`src/design/biu_pkg.sv`:
```
package biu_pkg;
    // Bus widths
    localparam int ADDR_W = 20;
    localparam int WORD_W = 16;
    localparam int BYTE_W = 8;
    localparam int HI_W = ADDR_W - WORD_W;
    // Prefetch queue sizing
    localparam int QUEUE_BYTES = 6;
    localparam int FETCH_BYTES = 2;
    localparam int FIFO_DEPTH = 8;
    localparam int LVL_W = 4;
    localparam logic [LVL_W-1:0] FETCH_ROOM = LVL_W'(QUEUE_BYTES - FETCH_BYTES);
    localparam logic [1:0] WORD_BYTES = 2'h2;
    localparam logic [ADDR_W-1:0] FETCH_STEP = 20'h0_0002;
    // Bus cycle states; T1 to T4 take two ref_clk phases each
    typedef enum logic [2:0] {
        TI,
        T1,
        T2,
        T3,
        T4,
        THOLD
    } tstate_t;
    // Bus cycle kinds
    typedef enum logic [1:0] {
        K_FETCH,
        K_READ,
        K_WRITE,
        K_INTERRUPT_ACK_STROBE_N
    } kind_t;
endpackage : biu_pkg

```
`src/design/min_mode_bus_interface_unit.sv`:
```
`timescale 1ns/1ps

// Shift register queue, head always in flip-flops
module prefetch_fifo #(
    parameter int W = 8,
    parameter int D = 8,
    parameter int LW = 4
) (
    // Clock and reset
    input wire logic clk,
    input wire logic rst_n,
    input wire logic flush,
    // Fill side
    input wire logic in_valid,
    output logic in_ready,
    input wire logic [W-1:0] in_data,
    // Drain side
    output logic out_valid,
    input wire logic out_ready,
    output logic [W-1:0] out_data,
    output logic [LW-1:0] level
);
    typedef struct packed {
        logic [D-1:0][W-1:0] mem;
        logic [LW-1:0] level;
        logic out_valid;
        logic in_ready;
    } fifo_state_t;

    localparam fifo_state_t FIFO_RESET = '{mem: '0, level: '0, out_valid: 1'b0, in_ready: 1'b1};

    fifo_state_t r;
    fifo_state_t n;
    logic push;
    logic pop;

    // Next state of the queue
    always_comb begin
        n = r;
        push = in_valid && r.in_ready;
        pop = r.out_valid && out_ready;
        if (pop) begin
            for (int i = 0; i < D - 1; i++) begin
                n.mem[i] = r.mem[i+1];
            end
        end
        // FIFO order: new byte lands behind the newest
        if (push) begin
            if (pop) begin
                n.mem[LW'(r.level - 1'b1)] = in_data;
            end else begin
                n.mem[r.level] = in_data;
            end
        end
        n.level = flush ? '0 : LW'(r.level + LW'(push) - LW'(pop));
        // Empty queue shows a pushed byte on the next cycle
        n.out_valid = n.level != '0;
        n.in_ready = n.level < LW'(D);
    end

    // State register
    always_ff @(posedge clk or negedge rst_n) begin
        if (!rst_n) begin
            r <= FIFO_RESET;
        end else begin
            r <= n;
        end
    end

    assign in_ready = r.in_ready;
    assign out_valid = r.out_valid;
    assign out_data = r.mem[0];
    assign level = r.level;
endmodule : prefetch_fifo

// What this block does
// - Transceiver enable goes low in every memory, I/O and interrupt acknowledge cycle.
// - Read and acknowledge cycles: enable low from middle of T2 to middle of T4.
// - Write cycles: enable low from start of T2 to middle of T4.
// - Transceiver enable floats while the bus is handed to another master.
// - Hold acknowledge rises in the middle of a clock state.
// - Bus and control outputs float together with the acknowledge rising.
// - Request low drops acknowledge; bus driven again only at the next cycle.
// - Request on an idle bus is granted during the next clock.
// - All state is static flip-flops; a stopped clock loses nothing.
// - The prefetch queue holds at most six instruction bytes.
// - A word fetch starts whenever two or more queue bytes are free.
// - Queue hands bytes to the execution unit first in, first out.
// - A byte fetched into an empty queue is offered on the cycle after it is pushed.
// - Read strobe gives no spurious pulse after a long read and idle clocks.
// - No stray read strobe on the first idle clock after a read.
// - Strobe behaviour is the same whatever bus mode is in use.
module min_mode_bus_interface_unit
    import biu_pkg::*;
(
    // Clock and reset
    input wire logic ref_clk,
    input wire logic reset_n,
    // Execution unit operand request
    input wire logic op_valid,
    input wire logic op_write,
    input wire logic op_io,
    input wire logic op_interrupt_ack_strobe_n,
    input wire logic [ADDR_W-1:0] op_addr,
    input wire logic [WORD_W-1:0] op_wdata,
    output logic op_done,
    output logic [WORD_W-1:0] op_rdata,
    // Instruction queue to execution unit
    input wire logic flush_valid,
    input wire logic [ADDR_W-1:0] flush_addr,
    output logic queue_valid,
    input wire logic queue_take,
    output logic [BYTE_W-1:0] queue_byte,
    // Multiplexed local bus
    input wire logic [WORD_W-1:0] ad_in,
    output logic [WORD_W-1:0] ad_out,
    output logic ad_oe,
    output logic [HI_W-1:0] addr_high,
    // Bus control
    output logic ale,
    output logic read_strobe_n,
    output logic write_strobe_n,
    output logic interrupt_ack_strobe_n,
    output logic mem_io,
    output logic dt_r,
    output logic ctl_oe,
    output logic data_transceiver_enable_n,
    output logic den_oe,
    // Hold handshake
    input wire logic bus_hold_request,
    output logic bus_hold_ack
);
    typedef struct packed {
        tstate_t ts;
        logic ph;
        kind_t kind;
        logic io;
        logic is_op;
        logic [ADDR_W-1:0] addr;
        logic [WORD_W-1:0] wdata;
        logic [ADDR_W-1:0] fetch_addr;
        logic stale;
        logic drive;
        logic hold_s1;
        logic hold_s2;
        logic [WORD_W-1:0] din_s1;
        logic [WORD_W-1:0] din_s2;
        logic [WORD_W-1:0] staged;
        logic [1:0] stg_n;
        logic hold_ack;
        logic ale;
        logic rd_n;
        logic wr_n;
        logic interrupt_ack_strobe_n_n;
        logic mem_io;
        logic dt_r;
        logic den_n;
        logic ad_oe;
        logic [WORD_W-1:0] ad_out;
        logic op_done;
        logic [WORD_W-1:0] op_rdata;
    } biu_state_t;

    localparam biu_state_t BIU_RESET = '{
        ts: TI,
        kind: K_FETCH,
        rd_n: 1'b1,
        wr_n: 1'b1,
        interrupt_ack_strobe_n_n: 1'b1,
        den_n: 1'b1,
        drive: 1'b1,
        default: '0
    };

    biu_state_t r;
    biu_state_t n;
    logic push_ready;
    logic [LVL_W-1:0] q_level;
    logic room;
    logic rdlike;
    logic t23;

    // Prefetch queue between bus and execution unit
    prefetch_fifo #(
        .W(BYTE_W),
        .D(FIFO_DEPTH),
        .LW(LVL_W)
    ) queue (
        .clk(ref_clk),
        .rst_n(reset_n),
        .flush(flush_valid),
        .in_valid(r.stg_n != 2'h0),
        .in_ready(push_ready),
        .in_data(r.staged[BYTE_W-1:0]),
        .out_valid(queue_valid),
        .out_ready(queue_take),
        .out_data(queue_byte),
        .level(q_level)
    );

    // Queue stays within six bytes, staged bytes counted
    assign room = LVL_W'(q_level + LVL_W'(r.stg_n)) <= FETCH_ROOM;

    // Next state: sequencer, hold handshake, queue fill
    always_comb begin
        n = r;
        n.op_done = 1'b0;
        // Two-stage synchronisers on pin inputs
        n.hold_s1 = bus_hold_request;
        n.hold_s2 = r.hold_s1;
        n.din_s1 = ad_in;
        n.din_s2 = r.din_s1;
        // Staged fetch word drains low byte first
        if (r.stg_n != 2'h0 && push_ready) begin
            n.staged = r.staged >> BYTE_W;
            n.stg_n = r.stg_n - 2'h1;
        end
        n.ph = !r.ph;
        unique case (r.ts)
            TI: begin
                if (!r.ph && r.hold_s2) begin
                    // Grant mid-clock, float at once
                    n.ts = THOLD;
                    n.hold_ack = 1'b1;
                    n.drive = 1'b0;
                end else if (r.ph && op_valid) begin
                    n.ts = T1;
                    n.is_op = 1'b1;
                    n.io = op_io;
                    n.addr = op_addr;
                    n.wdata = op_wdata;
                    n.kind = op_interrupt_ack_strobe_n ? K_INTERRUPT_ACK_STROBE_N : (op_write ? K_WRITE : K_READ);
                end else if (r.ph && room && !flush_valid) begin
                    // Word fetch whenever two bytes are free
                    n.ts = T1;
                    n.is_op = 1'b0;
                    n.io = 1'b0;
                    n.kind = K_FETCH;
                    n.addr = r.fetch_addr;
                end
                if (n.ts == T1) begin
                    // Bus taken back only for a real cycle
                    n.drive = 1'b1;
                end
            end
            T1: n.ts = r.ph ? T2 : T1;
            T2: n.ts = r.ph ? T3 : T2;
            T3: n.ts = r.ph ? T4 : T3;
            T4: begin
                if (r.ph) begin
                    n.ts = TI;
                    if (r.is_op) begin
                        n.op_done = 1'b1;
                        n.op_rdata = r.din_s2;
                    end else if (!r.stale && !flush_valid) begin
                        n.staged = r.din_s2;
                        n.stg_n = WORD_BYTES;
                        n.fetch_addr = r.fetch_addr + FETCH_STEP;
                    end
                    n.stale = 1'b0;
                end
            end
            THOLD: begin
                n.ph = 1'b1;
                if (!r.hold_s2) begin
                    // Acknowledge drops, bus stays floated
                    n.ts = TI;
                    n.ph = 1'b0;
                    n.hold_ack = 1'b0;
                end
            end
        endcase
        // Branch: refill from an even address, drop fetch in flight
        if (flush_valid) begin
            n.fetch_addr = {flush_addr[ADDR_W-1:1], 1'b0};
            n.stg_n = 2'h0;
            n.stale = n.ts != TI && n.kind == K_FETCH && !n.is_op;
        end
        // Strobes and enables from the next state
        rdlike = n.kind != K_WRITE;
        t23 = n.ts == T2 || n.ts == T3;
        n.ale = n.ts == T1;
        // Read strobe only in T2 and T3, high in T4 and idle
        n.rd_n = !(t23 && (n.kind == K_FETCH || n.kind == K_READ));
        n.wr_n = !(t23 && n.kind == K_WRITE);
        n.interrupt_ack_strobe_n_n = !(t23 && n.kind == K_INTERRUPT_ACK_STROBE_N);
        n.mem_io = !n.io && n.kind != K_INTERRUPT_ACK_STROBE_N;
        n.dt_r = n.kind == K_WRITE;
        if (rdlike) begin
            // Middle of T2 to middle of T4
            n.den_n = !((n.ts == T2 && n.ph) || n.ts == T3 || (n.ts == T4 && !n.ph));
        end else begin
            // Start of T2 to middle of T4
            n.den_n = !(t23 || (n.ts == T4 && !n.ph));
        end
        n.ad_oe = n.drive && (n.ts == T1 || (!rdlike && (t23 || n.ts == T4)));
        n.ad_out = n.ts == T1 ? n.addr[WORD_W-1:0] : n.wdata;
    end

    // State register; static flops hold through a stopped clock
    always_ff @(posedge ref_clk or negedge reset_n) begin
        if (!reset_n) begin
            r <= BIU_RESET;
        end else begin
            r <= n;
        end
    end

    // Outputs straight from the state register
    assign op_done = r.op_done;
    assign op_rdata = r.op_rdata;
    assign ad_out = r.ad_out;
    assign ad_oe = r.ad_oe;
    assign addr_high = r.addr[ADDR_W-1:WORD_W];
    assign ale = r.ale;
    assign read_strobe_n = r.rd_n;
    assign write_strobe_n = r.wr_n;
    assign interrupt_ack_strobe_n = r.interrupt_ack_strobe_n_n;
    assign mem_io = r.mem_io;
    assign dt_r = r.dt_r;
    assign ctl_oe = r.drive;
    // Enable floats whenever the bus is given away
    assign data_transceiver_enable_n = r.den_n;
    assign den_oe = r.drive;
    assign bus_hold_ack = r.hold_ack;
endmodule : min_mode_bus_interface_unit

```
`config.mk`:
```
export PLATFORM = sky130hd
export DESIGN_NAME = min_mode_bus_interface_unit
export DESIGN_NICKNAME = d
export VERILOG_FILES = /design/src/design/biu_pkg.sv /design/src/design/min_mode_bus_interface_unit.sv
export SDC_FILE = /design/constraint.sdc
export NUM_CORES = 1
export LEC_CHECK = 0
export BUFFER_PORTS_ARGS = -buffer_cell sky130_fd_sc_hd__clkbuf_2
export CORE_MARGIN = 5
export CORE_UTILIZATION = 45
export DETAILED_ROUTE_END_ITERATION = 10
export PLACE_DENSITY = 0.72
export SYNTH_ARGS = -nofsm -noshare
export SYNTH_HDL_FRONTEND = slang
export SYNTH_SLANG_ARGS = --single-unit
```
`constraint.sdc`:
```
create_clock -name ref_clk -period 3.6 [get_ports ref_clk]
set_clock_uncertainty 0.2 [all_clocks]
set_input_delay 0.18 -clock ref_clk [delete_from_list [all_inputs] [get_ports ref_clk]]
set_output_delay 0.18 -clock ref_clk [all_outputs]
set_load 0.05 [all_outputs]
```
# Yosys cells after proc, flatten, opt, wreduce, memory -nomap -nowiden
# Cells that the tools add are included.
# W data, S select, Z words.
[word_totals]
ff_bits = 230
inputBits = 81
elab_cells = 174
[op_classes]
add_sub_neg = 6
n_lt_le_gt_ge = 6
n_eq_ne = 18
n_mux = 50
n_bitwise = 1
n_reduce_logical = 53
[op_table]
columns = ["operator", "n"]
rows = [
  ["$bwmux W64", 2],
  ["$mux W56", 2],
  ["$mux W18", 5],
  ["$mux W40", 2],
  ["$mux W64", 1],
  ["$mux W21", 3],
  ["$mux W17", 3],
  ["$demux W8 S3", 2],
  ["$mux W24", 2],
  ["$mux W20", 2],
  ["$mux W16", 2],
  ["$add A20 B2 Y20 const B", 1],
  ["$logic_and A1 B1 Y1", 19],
  ["$mux W3", 6],
  ["$pmux W3 S6", 1],
  ["$mux W8", 2],
  ["$eq A3 B2 Y1 const B", 4],
  ["$logic_not A1 Y1", 12],
  ["$lt A4 B4 Y1 const B", 3],
  ["$reduce_bool A2 Y1", 6],
  ["$ne A2 B2 Y1 const B", 5],
  ["$eq A3 B1 Y1 const B", 3],
  ["$eq A3 B3 Y1 const B", 3],
  ["$reduce_and A3 Y1", 3],
  ["21 further kinds", 40],
]

# Logic depth before layout (Yosys ltp)
[logic_depth]
depth_word = 15
ltp_mapped = 11
ltp_nobuf = 10

# Modules after synthesis
# Synthesis repeated with hierarchy kept, for this count alone.
[hier_totals]
hier_cells = 901
hier_area_um2 = 10420.0
[by_module_without_submodules]
columns = ["module", "instances", "cells_each", "area_each_um2", "seq_area_each_um2"]
rows = [
  ["min_mode_bus_interface_unit", 1, 629, 6734.0, 3985.1],
  ["prefetch_fifo", 1, 272, 3686.0, 1752.9],
]

# Worst setup path before layout
# Ideal clock, no wire load.
[synth_path]
kind = "register to register"
start = "register queue.r, in the netlist queue.out_valid"
end = "register queue.r, in the netlist queue.out_valid"
setup_ns = 0.139
arrival_ns = 2.675
setup_slack_ns = 0.586
stages_incl_launch_ff = 10
synth_period_minus_slack_ns = 3.014
path_cell_list = "dfrtp_1 nand2_1 inv_2 clkbuf_1 ha_1 inv_1 ha_1 fa_1 nor2b_1 or4_1"
[synth_rtl]
columns = ["element", "line", "rtl"]
rows = [
  ["from (decl)", "min_mode_bus_interface_unit.sv:32", "fifo_state_t r;"],
  ["from (signal assigned)", "min_mode_bus_interface_unit.sv:66", "r <= n;"],
]

==> flow_metrics.env <==
export IMPL_status="finished, final reports clean"
export IMPL_clockBufferDepth=3
export IMPL_cts_setup_buffers=0
export IMPL_grt_max_degree=95
export IMPL_post_route_util=0.5486
export IMPL_synthSimpleGateAreaFrac=0.1344
export IMPL_hold_viol_final=0
export IMPL_cap_violations=0
export IMPL_synthTopCellsByCount="dfrtp_1 (223), nand2_1 (175), nor2_1 (63)"
export IMPL_reg2reg_depth=8
export IMPL_min_period_ns=3.099
export IMPL_synth_area_leaders="dfrtp_1 (53%), nand2_1 (6.2%), mux2_2 (4.1%)"
export IMPL_syn_inst=980
export IMPL_cts_tree="done"
export IMPL_dp_hpwl_um=16100
export IMPL_grt_pass1_vias=8086
export IMPL_die_x_um=162.9
export IMPL_cts_hold_fix_buffers=76
export IMPL_vias_per_cell=5.342
export IMPL_worst_skew_pair_late_latency_ns=0.52
export IMPL_irDropWorstVdd_mv=0.6038
export IMPL_drc=0
export IMPL_p_int_w=0.006563
export IMPL_syn_area_per_cell_sq_um=10.73
export IMPL_start_util=0.4521
export IMPL_holdPathStages=4
export IMPL_combPwrFrac=0.407
export IMPL_power_density_mw_per_mm2=866.4
export IMPL_criticalPathCategory="reg -> reg"
export IMPL_track_usage=0.1907
export IMPL_swShare=0.4063
export IMPL_antenna_found_initial=2
export IMPL_r2r_slack_ns=0.50
export IMPL_drive_above_1_share=0.2403
export IMPL_ctsResizeCount=0
export IMPL_overflow=0
export IMPL_ys_ff_latch=229
export IMPL_clkPwrFrac=0.230
export IMPL_min_to="r[112]"
export IMPL_p_seq_frac=0.363
export IMPL_synth_distinct_cells=68
export IMPL_fin_nets=1234
export IMPL_r2r_start="queue.level[1]"
export IMPL_crit_required_ns=3.79
export IMPL_critPathMaxFanout=19
export IMPL_ios=138
export IMPL_cts_made_buffers=25
export IMPL_clock_sinks=229
export IMPL_fp_coreArea_sq_mm=0.02326
export IMPL_synth_ff_type="dfrtp_1"
export IMPL_grt_pass1_wl_um=41880
export IMPL_rows=56
export IMPL_async_flop_share=1.000
export IMPL_yosys_area_share_xor_xnor=0.02320
export IMPL_drt_total_wl_um=24840
export IMPL_ys_seq_area_frac=0.5456
export IMPL_synth_most_common_cell="dfrtp_1"
export IMPL_fmax_ghz=0.3226
export IMPL_antenna_left=0
export IMPL_setup_tns_ns=0
export IMPL_synth_area_leader_cell="dfrtp_1"
export IMPL_synth_top_area_share=0.5306
export IMPL_cp_end_kind="flop"
export IMPL_synth_area_sq_mm=0.01052
export IMPL_root_buffer="clkbuf_16"
export IMPL_ys_warn_count=0
export IMPL_min_path_type="in -> reg"
export IMPL_finalSetupViolations=0
export IMPL_cp_arrival_ns=3.29
export IMPL_htree_levels=1
export IMPL_area_growth_pct=21.34
export IMPL_synth_nets=1076
export IMPL_routabilityCongestion=0.8230
export IMPL_path_clk_slew_ns=0.06
export IMPL_r2r_end="ad_out[12]"
export IMPL_synth_edf_count=0
export IMPL_start_kind="flop"
export IMPL_holdCritStartpoint="flush_valid"
export IMPL_drt_iter0_markers=719
export IMPL_die_y_um=162.9
export IMPL_startpoint="queue.level[1]"
export IMPL_vias=7896
export IMPL_drv_slew=0
export IMPL_p_sw_w=0.004492
export IMPL_slew_limit_headroom=0.3544
export IMPL_whs_ns=0.03383
export IMPL_synthAdderAreaFrac=0.01927
export IMPL_power_leakage_nw=6.048
export IMPL_portBuffers=136
export IMPL_synthMuxAreaShare=0.07638
export IMPL_finalCritPeriodShare=0.8609
export IMPL_tightest_slew_ns=0.9620
export IMPL_die_area_sq_mm=0.02653
export IMPL_first_pass_iters=5
export IMPL_rsz0062_at_grt="false"
export IMPL_wl_per_cell_um=16.81
export IMPL_synth_top_family_by_area="compound AO/OA/AOI/OAI gates"
export IMPL_synth_compound_area_frac=0.1348
[cell type report]
type	instances	area, sq um
antenna	2	5.005
clock buffer	31	688.2
clock inverter	15	145.1
fill	1971	10500
inverter	26	97.59
multi-input combinational	626	4089
sequential	229	5738
tap	319	399.1
timing repair buffer	230	1599
[placed cells by master (no fill, tap or decap), drive strengths merged, types with 6 or more instances in the layout]
| cell | instances |
|---|---|
| a21oi | 18 |
| a22oi | 28 |
| a311o | 16 |
| a31oi | 26 |
| buf | 19 |
| clkbuf | 166 |
| clkinv | 9 |
| dfrtp | 223 |
| dfstp | 6 |
| dlygate4sd3 | 76 |
| ha | 13 |
| inv | 28 |
| mux2 | 41 |
| mux2i | 33 |
| nand2 | 175 |
| nand3 | 17 |
| nor2 | 63 |
| nor3 | 14 |
| nor4 | 7 |
| o21ai | 52 |
| o221a | 16 |
| xnor2 | 20 |
| xor2 | 7 |
[state kept, by name, indices dropped and copies added (netlist names), 4 cells and up]
register        count
r                  95
addr_high           4
queue.level         4
queue.out_data      8
op_rdata           16
n                  17
queue.r            56
ad_out             16
[logic make-up after synthesis]
group / Yosys count
AO/OA/AOI/OAI: 194
XOR/XNOR: 27
adder cells (fa/ha/maj): 15
buffers and inverters: 125
flip-flops: 229
multiplexers: 74
AND/OR/NAND/NOR: 316
[per-layer routing]
metal	wire, um	share of wire	track usage	vias to the layer above
met4	896	0.036	0.07625	0
met2	11340	0.46	0.2960	268
li1	-	-	-	3722
met3	1488	0.060	0.03569	72
met5	0	0	0	-
met1	11120	0.45	0.2664	3834
[stage by stage]
stage          setup slack (ns)  cell area (sq um)  instances  total power [W]
6_report                 0.5006              12760       1478          0.01106
5_1_grt                  0.3434              12760       1478          0.01179
4_1_cts                  0.4770              12760       1476          0.01112
3_5_place_dp             0.5270              11160       1354         0.008457
3_3_place_gp             0.5771              11160       1354         0.008335
2_1_floorplan            0.5861              10520        980         0.007674
[worst max path at each step]
| stage | slack, ns | depth (start not counted) | end |
|---|---|---|---|
| finish | 0.50 | 8 | ad_out[12] |
| global route | 0.34 | 8 | ad_out[10] |
| CTS | 0.48 | 8 | ad_out[7] |
| detailed placement | 0.53 | 8 | ad_out[14] |
| global placement | 0.58 | 8 | ad_out[7] |
| floorplan | 0.59 | 9 | queue.out_valid |
[power by group through the flow]
stage | logic [W] | clock network [W] | registers (W)
2_1_floorplan | 0.00371 | 0 | 0.00396
3_3_place_gp | 0.00432 | 0 | 0.00402
3_5_place_dp | 0.00442 | 0 | 0.00404
4_1_cts | 0.00450 | 0.00262 | 0.00400
5_1_grt | 0.00492 | 0.00275 | 0.00412
6_report | 0.00449 | 0.00255 | 0.00401
[critical path: stages (launching register included)]
cell,delay (ns)
dfrtp_1,0.41
inv_1,0.19
fa_1,0.48
xnor2_2,0.16
a211oi_2,0.26
buf_4,0.31
nand4b_4,0.31
o221a_2,0.37
mux2_2,0.27
Note: power is estimated with default switching activity, not from simulation.
